$ cat config.mk
export PLATFORM = sky130hd
export DESIGN_NAME = sfc_device_flat
export DESIGN_NICKNAME = d
export VERILOG_FILES = /design/src/sfc_pkg.sv /design/src/sfc_link_if.sv /design/src/sfc_device.sv /design/src/sfc_edge_det.sv /design/src/flat_wrapper.sv
export VERILOG_INCLUDE_DIRS = /design/src
export SDC_FILE = /design/constraint.sdc
export NUM_CORES = 1
export LEC_CHECK = 0
export BUFFER_PORTS_ARGS = -buffer_cell sky130_fd_sc_hd__clkbuf_2
export CAP_MARGIN = 20
export CORE_MARGIN = 2
export CORE_UTILIZATION = 49
export CTS_CLUSTER_DIAMETER = 60
export DETAILED_ROUTE_END_ITERATION = 10
export GPL_TIMING_DRIVEN = 0
export MAX_ROUTING_LAYER = met4
export PLACE_DENSITY_LB_ADDON = 0.3
export SLEW_MARGIN = 20
export SYNTH_ARGS = -nofsm -noshare
export SYNTH_HDL_FRONTEND = slang
export SYNTH_HIERARCHICAL = 1
export SYNTH_SLANG_ARGS = --single-unit
$ cat constraint.sdc
create_clock -name clk_in -period 4.6 [get_ports clk_in]
set_clock_uncertainty 0.1 [all_clocks]
set_input_delay 0.92 -clock clk_in [delete_from_list [all_inputs] [get_ports clk_in]]
set_output_delay 0.92 -clock clk_in [all_outputs]
set_load 0.05 [all_outputs]
$ cat src/sfc_defines.svh
// Purpose: Shared timing counts and codes for the serial converter link
// Assumes: All counts in shift-clock edges or 200 MHz system clock cycles
// Notes:   Guarded; holds definitions only
`ifndef SFC_DEFINES_SVH
`define SFC_DEFINES_SVH
`define SFC_RESULT_W      16
`define SFC_RESET_CODE    16'hff00
`define SFC_INIT_MIN_EDGE 1
`define SFC_INIT_MAX_EDGE 8
`define SFC_SAMPLE_FIRST  5
`define SFC_SAMPLE_LEN    20
`define SFC_CONV_EDGE     24
`define SFC_TRISTATE_EDGE 17
`define SFC_READ_EDGES    16
`define SFC_OSC_CYCLES    22
`define SFC_CONV_TIME_NS  2940
`define SFC_CLK_PERIOD_NS 5
// Longest time rounds down to whole system cycles
`define SFC_CONV_CYCLES   (`SFC_CONV_TIME_NS / `SFC_CLK_PERIOD_NS)
`define SFC_SCLK_HALF     4
`endif

$ cat src/sfc_pkg.sv
// Purpose: Types shared by both ends of the converter link
// Assumes: Constants live in sfc_defines.svh
// Notes:   No imports; use sfc_pkg::name
package sfc_pkg;
  // Device frame states, Gray coded in listed order; the device steps only IDLE, SAMP, CONV
  typedef enum logic [2:0] {
    SFC_IDLE  = 3'b000,
    SFC_SHIFT = 3'b001,
    SFC_SAMP  = 3'b011,
    SFC_WAIT  = 3'b010,
    SFC_CONV  = 3'b110
  } sfc_dev_state_t;
  // Host states
  typedef enum logic [2:0] {
    SFC_H_IDLE = 3'b000,
    SFC_H_SEL  = 3'b001,
    SFC_H_FSHI = 3'b011,
    SFC_H_LOW  = 3'b010,
    SFC_H_HIGH = 3'b110,
    SFC_H_GAP  = 3'b111
  } sfc_host_state_t;
endpackage
$ cat src/sfc_link_if.sv
// Purpose: Serial link between converter host and converter device
// Assumes: Pins sampled on clk_in; result pin is three-state
// Notes:   Wire level of the result pin resolved here from its enable
`timescale 1ns/1ps
interface sfc_link_if;
  logic sclk;              // Shift clock from host
  logic sel_n;             // Active-low select from host
  logic frame_sync_input;  // Frame sync from host
  logic sdo_o;             // Result bit driven by device
  logic sdo_oe;            // High while device drives the pin
  logic serial_result_out; // Resolved pin level, high when floating
  assign serial_result_out = sdo_oe ? sdo_o : 1'b1;
  modport device (input sclk, sel_n, frame_sync_input,
                  output sdo_o, sdo_oe);
  modport host (output sclk, sel_n, frame_sync_input,
                input serial_result_out);
endinterface

$ cat src/sfc_device.sv
// Purpose: Converter end: frame decode, result shifting, conversion timer
// Assumes: Link pins synchronous to clk_in; conversion value from a port
// Notes:   Oscillator time modelled as a system-clock count
// Operation
// - Frame of 1..8 falling edges resets device
// - Host ends init frame before ninth edge
// - Conversion completes within 2.94 us
// - Sampling lasts exactly 20 shift clocks
// - Three-state at edge 17 or select rise
// - Select fall drives result MSB
// - Frame-sync rise drives result MSB
// - Rising shift edge advances output bit
// - Host holds select past edge 16
// - Select high half period between frames
// - Select leads frame-sync; frame-sync pulse width
// - Init or cut conversion yields FF00
// - Output is previous frame's conversion
// - Conversion starts after falling edge 24
// - Sampling begins on fifth shift clock
`timescale 1ns/1ps
`include "sfc_defines.svh"
module sfc_device #(
  parameter int W          = `SFC_RESULT_W,
  parameter int CONV_CYCLES = `SFC_CONV_CYCLES
) (
  input  wire logic         clk_in,
  input  wire logic         nrst_in,
  sfc_link_if.device        link,
  input  wire logic [W-1:0] analog_code_in,   // Digitised input value
  output logic              sampling_out,     // Sample phase active
  output logic              converting_out,   // Conversion running
  output logic              init_seen_out     // Last frame was a reset
);
  localparam logic [W-1:0] RST_CODE = W'(`SFC_RESET_CODE);
  sfc_pkg::sfc_dev_state_t st_reg, st_next;  // Frame state
  logic [5:0]   fall_reg, fall_next;   // Falling edges in frame
  logic [5:0]   rise_reg, rise_next;   // Rising edges in frame
  logic [W-1:0] shift_reg, shift_next; // Outgoing result
  logic [W-1:0] conv_reg, conv_next;   // Finished conversion
  logic [W-1:0] samp_reg, samp_next;   // Held sample
  logic [11:0]  ccnt_reg, ccnt_next;   // Conversion timer
  logic         oe_reg, oe_next;       // Output enable
  logic         cut_reg, cut_next;     // Force reset code next frame
  logic         samp_on_reg, samp_on_next;
  logic         init_reg, init_next;   // Last frame was a valid reset
  logic         conv_on_reg, conv_on_next; // Conversion running, registered
  logic         sclk_r;                // Shift clock rose
  logic         sclk_f;                // Shift clock fell
  logic         sel_r;                 // Select rose
  logic         sel_f;                 // Select fell
  logic         fs_r;                  // Frame-sync rose
  logic         active;                // Frame open, closing cycle included
  logic [2:0]   pins;                  // Frame-sync, select, shift clock
  logic [2:0]   pin_rise;              // Rising edge per pin
  logic [2:0]   pin_fall;              // Falling edge per pin
  // Host idle levels: select high, the others low. A detector reset to any
  // other level would report a false edge on the first cycle after reset.
  localparam logic [2:0] PIN_IDLE = 3'b010;

  assign pins = {link.frame_sync_input, link.sel_n, link.sclk};

  // One edge detector per link pin
  for (genvar i = 0; i < 3; i++) begin : g_edge
    sfc_edge_det #(
      .IDLE (PIN_IDLE[i])
    ) u_sfc_edge_det (
      .clk_in   (clk_in),
      .nrst_in  (nrst_in),
      .sig_in   (pins[i]),
      .rise_out (pin_rise[i]),
      .fall_out (pin_fall[i])
    );
  end

  // Named edges; a falling frame-sync edge needs no action here
  assign sclk_r = pin_rise[0];
  assign sclk_f = pin_fall[0];
  assign sel_r  = pin_rise[1];
  assign sel_f  = pin_fall[1];
  assign fs_r   = pin_rise[2];

  // Frame open while select and frame-sync are low. The host may release
  // select on the very clock that carries the last falling shift edge, so
  // the cycle in which either pin rises still counts as open.
  assign active = (~link.sel_n | sel_r) & (~link.frame_sync_input | fs_r);

  // Next-state logic for the whole frame engine
  always_comb begin
    st_next      = st_reg;
    fall_next    = fall_reg;
    rise_next    = rise_reg;
    shift_next   = shift_reg;
    conv_next    = conv_reg;
    samp_next    = samp_reg;
    ccnt_next    = ccnt_reg;
    oe_next      = oe_reg;
    cut_next     = cut_reg;
    samp_on_next = samp_on_reg;
    init_next    = init_reg;
    // Conversion timer runs on its own, no shift clock needed
    if (st_reg == sfc_pkg::SFC_CONV) begin
      if (ccnt_reg == 12'(CONV_CYCLES - 1)) begin
        conv_next = samp_reg;
        st_next   = sfc_pkg::SFC_IDLE;
      end else begin
        ccnt_next = ccnt_reg + 12'h001;
      end
    end
    // Frame start: load result and drive MSB
    if ((sel_f && !link.frame_sync_input) || (fs_r && !link.sel_n)) begin
      if (st_reg == sfc_pkg::SFC_CONV) begin
        cut_next = 1'b1;
        st_next  = sfc_pkg::SFC_IDLE;
      end
      shift_next = (cut_reg || init_reg || st_reg == sfc_pkg::SFC_CONV)
                   ? RST_CODE : conv_reg;
      oe_next    = 1'b1;
      fall_next  = 6'h00;
      rise_next  = 6'h00;
      // Cut and reset flags stay until the first falling shift edge: with
      // both pins in use the frame opens twice, at select fall and again
      // at frame-sync rise, and both openings must load the same word
    end
    if (active && st_reg != sfc_pkg::SFC_CONV) begin
      if (sclk_r) begin
        rise_next = rise_reg + 6'h01;
        // The MSB stands from frame opening through the first falling
        // edge, so the first rising edge leaves it in place
        if (rise_reg != 6'h00) begin
          shift_next = {shift_reg[W-2:0], 1'b0};
        end
        if (rise_reg == 6'(`SFC_TRISTATE_EDGE - 1)) begin
          oe_next = 1'b0;
        end
      end
      if (sclk_f) begin
        fall_next = fall_reg + 6'h01;
        // First falling edge: the word of this frame is committed
        if (fall_reg == 6'h00) begin
          cut_next  = 1'b0;
          init_next = 1'b0;
        end
        // The fifth shift period opens at the fourth falling edge; from
        // there to edge 24 is exactly twenty periods
        if (fall_reg == 6'(`SFC_SAMPLE_FIRST - 2)) begin
          samp_on_next = 1'b1;
          st_next      = sfc_pkg::SFC_SAMP;
        end
        if (fall_reg == 6'(`SFC_CONV_EDGE - 1)) begin
          samp_on_next = 1'b0;
          samp_next    = analog_code_in;
          st_next      = sfc_pkg::SFC_CONV;
          ccnt_next    = 12'h000;
        end
      end
    end
    // Select rising, or frame-sync rising with select high, ends the frame. The count includes a
    // falling edge seen in this same cycle, and a conversion that has
    // just been started keeps running.
    if (sel_r || (fs_r && link.sel_n)) begin
      oe_next      = 1'b0;
      samp_on_next = 1'b0;
      if (st_next != sfc_pkg::SFC_CONV) begin
        st_next = sfc_pkg::SFC_IDLE;
        if (fall_next >= 6'(`SFC_INIT_MIN_EDGE) &&
            fall_next <= 6'(`SFC_INIT_MAX_EDGE)) begin
          init_next = 1'b1;
        end else if (fall_next != 6'h00 &&
                     fall_next < 6'(`SFC_CONV_EDGE)) begin
          cut_next = 1'b1;
        end
      end
    end
    // Busy flag follows the state so the output comes from a flip-flop
    conv_on_next = (st_next == sfc_pkg::SFC_CONV);
  end

  // Register stage
  always_ff @(posedge clk_in) begin
    if (!nrst_in) begin
      st_reg      <= sfc_pkg::SFC_IDLE;
      fall_reg    <= 6'h00;
      rise_reg    <= 6'h00;
      shift_reg   <= '0;
      conv_reg    <= '0;
      samp_reg    <= '0;
      ccnt_reg    <= 12'h000;
      oe_reg      <= 1'b0;
      cut_reg     <= 1'b1;  // Power-on behaves as unconverted
      samp_on_reg <= 1'b0;
      init_reg    <= 1'b0;
      conv_on_reg <= 1'b0;
    end else begin
      st_reg      <= st_next;
      fall_reg    <= fall_next;
      rise_reg    <= rise_next;
      shift_reg   <= shift_next;
      conv_reg    <= conv_next;
      samp_reg    <= samp_next;
      ccnt_reg    <= ccnt_next;
      oe_reg      <= oe_next;
      cut_reg     <= cut_next;
      samp_on_reg <= samp_on_next;
      init_reg    <= init_next;
      conv_on_reg <= conv_on_next;
    end
  end

  assign link.sdo_o    = shift_reg[W-1];
  assign link.sdo_oe   = oe_reg;
  assign sampling_out  = samp_on_reg;
  assign converting_out = conv_on_reg;
  assign init_seen_out = init_reg;
endmodule

$ cat src/sfc_edge_det.sv
// Purpose: Edge detector on a synchronous pin; edges decoded from the pin against its registered last level
// Assumes: Input already synchronous to clk_in
// Notes:   Reset value chosen per pin idle level
`timescale 1ns/1ps
module sfc_edge_det #(
  parameter logic IDLE = 1'b0
) (
  input  wire logic clk_in,
  input  wire logic nrst_in,
  input  wire logic sig_in,
  output logic      rise_out,
  output logic      fall_out
);
  logic prev_reg;  // Last sampled level
  logic prev_next;
  // Next value simply follows the pin
  always_comb begin
    prev_next = sig_in;
  end
  // Register the level
  always_ff @(posedge clk_in) begin
    if (!nrst_in) begin
      prev_reg <= IDLE;
    end else begin
      prev_reg <= prev_next;
    end
  end
  assign rise_out = sig_in & ~prev_reg;
  assign fall_out = ~sig_in & prev_reg;
endmodule

$ cat src/flat_wrapper.sv
// flat-port wrapper written by rule: the top's interface ports become plain ports
module sfc_device_flat 
#(
  parameter int W          = `SFC_RESULT_W,
  parameter int CONV_CYCLES = `SFC_CONV_CYCLES
)
  (clk_in, nrst_in, analog_code_in, sampling_out, converting_out, init_seen_out, link_sclk, link_sel_n, link_frame_sync_input, link_sdo_o, link_sdo_oe);
  sfc_link_if link_i ();
  input  wire logic clk_in;
  input  wire logic nrst_in;
  input  wire logic [W-1:0] analog_code_in;
  output logic sampling_out;
  output logic converting_out;
  output logic init_seen_out;
  input wire logic [$bits(link_i.sclk)-1:0] link_sclk;
  input wire logic [$bits(link_i.sel_n)-1:0] link_sel_n;
  input wire logic [$bits(link_i.frame_sync_input)-1:0] link_frame_sync_input;
  output wire logic [$bits(link_i.sdo_o)-1:0] link_sdo_o;
  output wire logic [$bits(link_i.sdo_oe)-1:0] link_sdo_oe;
  assign link_i.sclk = link_sclk;
  assign link_i.sel_n = link_sel_n;
  assign link_i.frame_sync_input = link_frame_sync_input;
  assign link_sdo_o = link_i.sdo_o;
  assign link_sdo_oe = link_i.sdo_oe;
  sfc_device #(.W(W), .CONV_CYCLES(CONV_CYCLES)) u_core (.clk_in(clk_in), .nrst_in(nrst_in), .link(link_i), .analog_code_in(analog_code_in), .sampling_out(sampling_out), .converting_out(converting_out), .init_seen_out(init_seen_out));
endmodule
**Word level (Yosys, flattened, before mapping)**

Index checks and enable logic that the tools add are counted.

- Mux-type cells: 47
- Bitwise gates (word level): 15
- Add/subtract/negate cells: 3
- $lt $le $gt $ge: 3
- Equal/unequal tests: 8
- Reductions and logical operators: 20

Operators by type and width:

| cell | number |
|---|---|
| 16-bit two-way mux | 5 |
| 12-bit two-way mux | 5 |
| 6-bit two-way mux | 6 |
| 3-bit two-way mux | 10 |
| 1-bit two-way mux | 21 |
| 12-bit by 1-bit adder with 12-bit output (second input constant) | 1 |
| 6-bit by 1-bit adder with 6-bit output (second input constant) | 2 |
| 12-bit by 10-bit == test with 1-bit output (second input constant) | 1 |
| 6-bit by 5-bit == test with 1-bit output (second input constant) | 2 |
| 6-bit nonzero test | 2 |
| 1-bit NOT | 7 |
| 1-bit AND | 6 |
| 3-bit == test (second input constant) | 2 |
| 6-bit by 2-bit == test with 1-bit output (second input constant) | 1 |
| 6-bit by 1-bit >= comparator with 1-bit output (second input constant) | 1 |
| 6-bit by 4-bit less-or-equal comparator with 1-bit output (second input constant) | 1 |
| 1-bit logical AND | 6 |
| 6-bit logical NOT | 1 |
| 6-bit by 5-bit less-than comparator with 1-bit output (second input constant) | 1 |
| 3-bit != test (second input constant) | 2 |
| 3-bit AND reduction | 2 |
| 1-bit logical OR | 4 |
| 1-bit logical NOT | 2 |
| 1-bit bitwise OR | 2 |
| 3 further kinds | 3 |

- Output and inout port bits: 5
- Input port bits: 21
- Bits in registers: 83

**Longest topological paths before layout**

- Depth in word-level cells: 13
- Depth in mapped cells: 8
- Gate-level depth less buffers: 7

**By module**

The synthesis kept the hierarchy.

By module, submodules not included:

| module | cells an instance | area each (µm²) | seq. area each (µm²) | times used |
|---|---|---|---|---|
| sfc_device | 419 | 3702.3 | 1601.5 | 1 |
| sfc_edge_det | 4 | 38.8 | 20.0 | 3 |

**Worst setup path before layout**

OpenSTA, ideal clock, no wires.

- Path type: in2reg
- From: in link_frame_sync_input
- To: reg u_core.cut_reg
- Path slack: 2.001 ns
- Stages: 8
- Library setup time: 0.138 ns
- Path buffers: 1
- Data required time: 4.362 ns
- Data arrival time: 2.361 ns
- Cells stage by stage: nor2b_1 nand2b_4 nand4_4 or4_4 buf_6 nand2_4 or3b_1 o221ai_2

- Cells in the longest elaborated chain, start to end: 12
- Elaborated cells on any way between the ends: 34
- Classes of those cells: order compare: 3; eq/ne: 1; mux: 16; bitwise: 4; reduce/logical: 10

Ends and longest elaborated chain:

| element | line | RTL |
|---|---|---|
| from (decl) | flat_wrapper.sv:17 | `input wire logic [$bits(link_i.frame_sync_input)-1:0] link_frame_sync_input;` |
| 1-bit AND / 1-bit logical NOT (equally long branches) | sfc_edge_det.sv:28, sfc_device.sv:110 |  |
| 1-bit logical AND | sfc_device.sv:110 | `if ((sel_f && !link.frame_sync_input) \|\| (fs_r && !link.sel_n)) begin` |
| 1-bit logical OR | sfc_device.sv:110 |  |
| 6-bit two-way mux | sfc_device.sv:110 |  |
| 6-bit two-way mux | sfc_device.sv:136 | `if (sclk_f) begin` |
| 6-bit two-way mux | sfc_device.sv:124 | `if (active && st_reg != sfc_pkg::SFC_CONV) begin` |
| 6-bit by 5-bit less-than comparator with 1-bit output / 6-bit nonzero test (equally long branches) | sfc_device.sv:169, sfc_device.sv:168 |  |
| 1-bit logical AND | sfc_device.sv:168 | `end else if (fall_next != 6'h00 &&` |
| 1-bit two-way mux | sfc_device.sv:168 |  |
| 1-bit two-way mux | sfc_device.sv:165 | `` if (fall_next >= 6'(`SFC_INIT_MIN_EDGE) && `` |
| 1-bit two-way mux | sfc_device.sv:163 | `if (st_next != sfc_pkg::SFC_CONV) begin` |
| 1-bit two-way mux * | sfc_device.sv:160 | `if (sel_r \|\| (fs_r && link.sel_n)) begin` |
| to (signal assigned) | sfc_device.sv:202 | `cut_reg <= cut_next;` |
| to (decl) | sfc_device.sv:43 | `logic cut_reg, cut_next;` |

Mark *: on every way between the ends. The rest lies on a longest branch, timed or not.
A chain may end at the register's enable or synchronous reset.

**Worst setup path after layout**

- From: in link_frame_sync_input
- To: reg u_core.cut_reg

- Cells in the longest elaborated chain, start to end: 12
- Elaborated cells on any way between the ends: 34
- Classes of those cells: order compare: 3; eq/ne: 1; mux: 16; bitwise: 4; reduce/logical: 10

Ends and longest elaborated chain:

| element | line | RTL |
|---|---|---|
| 1-bit AND * | sfc_edge_det.sv:28 | `assign rise_out = sig_in & ~prev_reg;` |
| net u_core.fs_r | sfc_device.sv:51 | `logic fs_r;` |
| 1-bit logical AND | sfc_device.sv:110 |  |
| 1-bit logical OR | sfc_device.sv:110 |  |
| 6-bit two-way mux | sfc_device.sv:110 |  |
| 6-bit two-way mux | sfc_device.sv:136 |  |
| 6-bit two-way mux | sfc_device.sv:124 |  |
| 6-bit by 5-bit less-than comparator with 1-bit output / 6-bit nonzero test (equally long branches) | sfc_device.sv:169, sfc_device.sv:168 |  |
| 1-bit logical AND | sfc_device.sv:168 |  |
| 1-bit two-way mux | sfc_device.sv:168 |  |
| 1-bit two-way mux | sfc_device.sv:165 |  |
| 1-bit two-way mux | sfc_device.sv:163 |  |
| 1-bit two-way mux * | sfc_device.sv:160 |  |

The timed path passes the listed nets; every way through them passes the cells marked *.

==> reports/qor.txt <==
Global-route usage over all layers -> 0.213
DRT antenna net count -> 0
Post-Syn Area -> 3810 sq um
First-pass GRT wire length -> 13800 um
Starting density of the core -> 0.499
Clk sinks -> 83
Critical path launch point type -> input pin
Die width -> 92.2 um
Final setup fails -> 0
Die Area -> 8500 sq um
Critical path's top delay family -> simple AND/OR/NAND/NOR gates
Critical Path RT -> 4.71 ns
Antenna violations before repair -> 0
Register Area -> 1660 sq um
Nets -> 492
PD cells -> 308 nW/um^2
Final hold slack -> 0.360 ns
Critical path's slowest cell -> or4_4
Syn Area/Cell -> 8.87 sq um
H-tree depth -> 3
DRT Pass-1 Iters -> 4
Cells after synthesis -> 430
Skew-Pair Late Insertion Delay -> 0.35 ns
Clk slew on worst S/H paths -> 0.08 ns
Vias/cell -> 5.39
RSZ-0062 raised after global routing -> false
CTS tree -> done
Drt total wl -> 8260 um
Die H -> 92.2 um
Worst Tran Pin Value -> 0.586 ns
Slew HR -> 0.606
Final setup TNS -> 0 ns
Data arrival, critical path -> 2.77 ns
Number of synthesis warnings -> 6
Worst Path Max Fanout -> 10
Worst vdd ir -> 0.000182 V
Area grow syn2layout -> 11.3%
Tcrit/Tclk final -> 0.578
Clock buffer count from CTS -> 9
Status -> finished, final reports clean
CORE AREA -> 7650 sq um
Final HPWL DP -> 5880 um
Via count -> 3090
Critical path endpoint category -> flip-flop
Pin count of the biggest net entering global routing -> 16
Syn_nets -> 456
Hold buffer count at cts -> 0
Postcts setup bufs -> 0
Drt wl/cell -> 14.4 um
Vias in the first global route -> 2933
Grt ovf -> 0
Cts repair resizes -> 0
Final slew viol count -> 0
Ant. Diodes -> 0
Hold Vio Cnt, Final -> 0
Period minus WS final -> 2.66 ns
Num ports -> 26
Fillcell total -> 689
Row Count -> 32
Peak Freq -> 376 MHz
Share of cells above drive strength 1 -> 0.161
Hold Path Class -> reg -> reg
Initial DRC Count -> 141
Buffers on Ports -> 25
CTS Buffer Depth -> 2
Buf/Inv on CP -> 2
Crit-path cells -> clkbuf_2, nor2b_1, nand2b_4, nand4_4, or4_4, buf_6, nand2_4, or3b_1, o221ai_2
Area of the multi-input gates -> 1980 sq um
GPL Wtd Cong -> 0.818
Max incr delay on CP -> 0.53 ns
Pleak -> 1.73 nW
CTS root buf -> clkbuf_8
CP Class -> in -> reg
Max-Cap Viols -> 0
Residual DRC -> 0
## metal layers
layer,share of wire,global-route usage
met5,0,-
met3,0.026,0.0403
met1,0.49,0.285
met2,0.46,0.325
met4,0.021,0.0746
## cell usage in the layout, fill, tap and decap left out, types with 4 or more instances in the layout
master	n
a21boi_0	27
clkbuf_8	9
a21oi_1	11
o211a_1	15
nor2b_1	8
xnor2_1	6
o21ai_0	5
o22ai_1	9
and2_1	6
nand2_1	98
dfxtp_1	83
inv_1	8
nor3_1	5
xor2_1	8
clkbuf_1	11
nand3_1	14
buf_6	4
nand4_1	6
a22oi_1	8
nor2_1	24
ha_1	5
and3_1	7
buf_2	7
a21boi_1	9
clkbuf_2	26
## worst paths after layout
path	start	end	slack, ns	cells after the start
max	link_frame_sync_input	u_core/cut_reg	1.94	9
min	u_core/rise_reg[5]	u_core/rise_reg[5]	0.36	1
max reg2reg	u_core/g_edge[2].u_sfc_edge_det/prev_reg	u_core/cut_reg	2.43	8
min reg2reg	u_core/rise_reg[5]	u_core/rise_reg[5]	0.36	1
## power by group
group          leakage (nW)  switching (mW)  internal [mW]
Clock                0.0852           0.273          0.203
Sequential            0.672         0.00652          0.729
Combinational         0.974          0.0572         0.0379
Total                  1.73           0.337          0.970
## worst register-to-register path, stage by stage (launching register included)
cell,delay (ns)
dfxtp_1,0.31
nor2b_1,0.19
nand2b_4,0.20
nand4_4,0.20
or4_4,0.53
buf_6,0.17
nand2_4,0.07
or3b_1,0.17
o221ai_2,0.11
## through the flow
step | power, mW | util | area [sq um] | setup WS [ns] | cells
4_1_cts | 1.32 | 0.555 | 4240 | 1.97 | 573
5_1_grt | 1.37 | 0.555 | 4240 | 1.77 | 573
6_report | 1.31 | 0.555 | 4240 | 1.94 | 573
2_1_floorplan | 0.816 | - | 3810 | 2.00 | 430
3_3_place_gp | 0.844 | 0.532 | 4070 | 1.64 | 557
3_5_place_dp | 0.847 | 0.532 | 4070 | 1.59 | 557
## layout make-up
class / count / area share
flip-flops and latches: 83 / 0.392
multi-input cells: 314 / 0.466
plain buffers: 25 / 0.0342
clock buffers: 10 / 0.0301
inverters: 8 / 0.00708
repair buffers: 25 / 0.0295
well taps: 102 / 0.0301
clock inverters: 6 / 0.0115
Note: power is estimated with default switching activity, not from simulation.
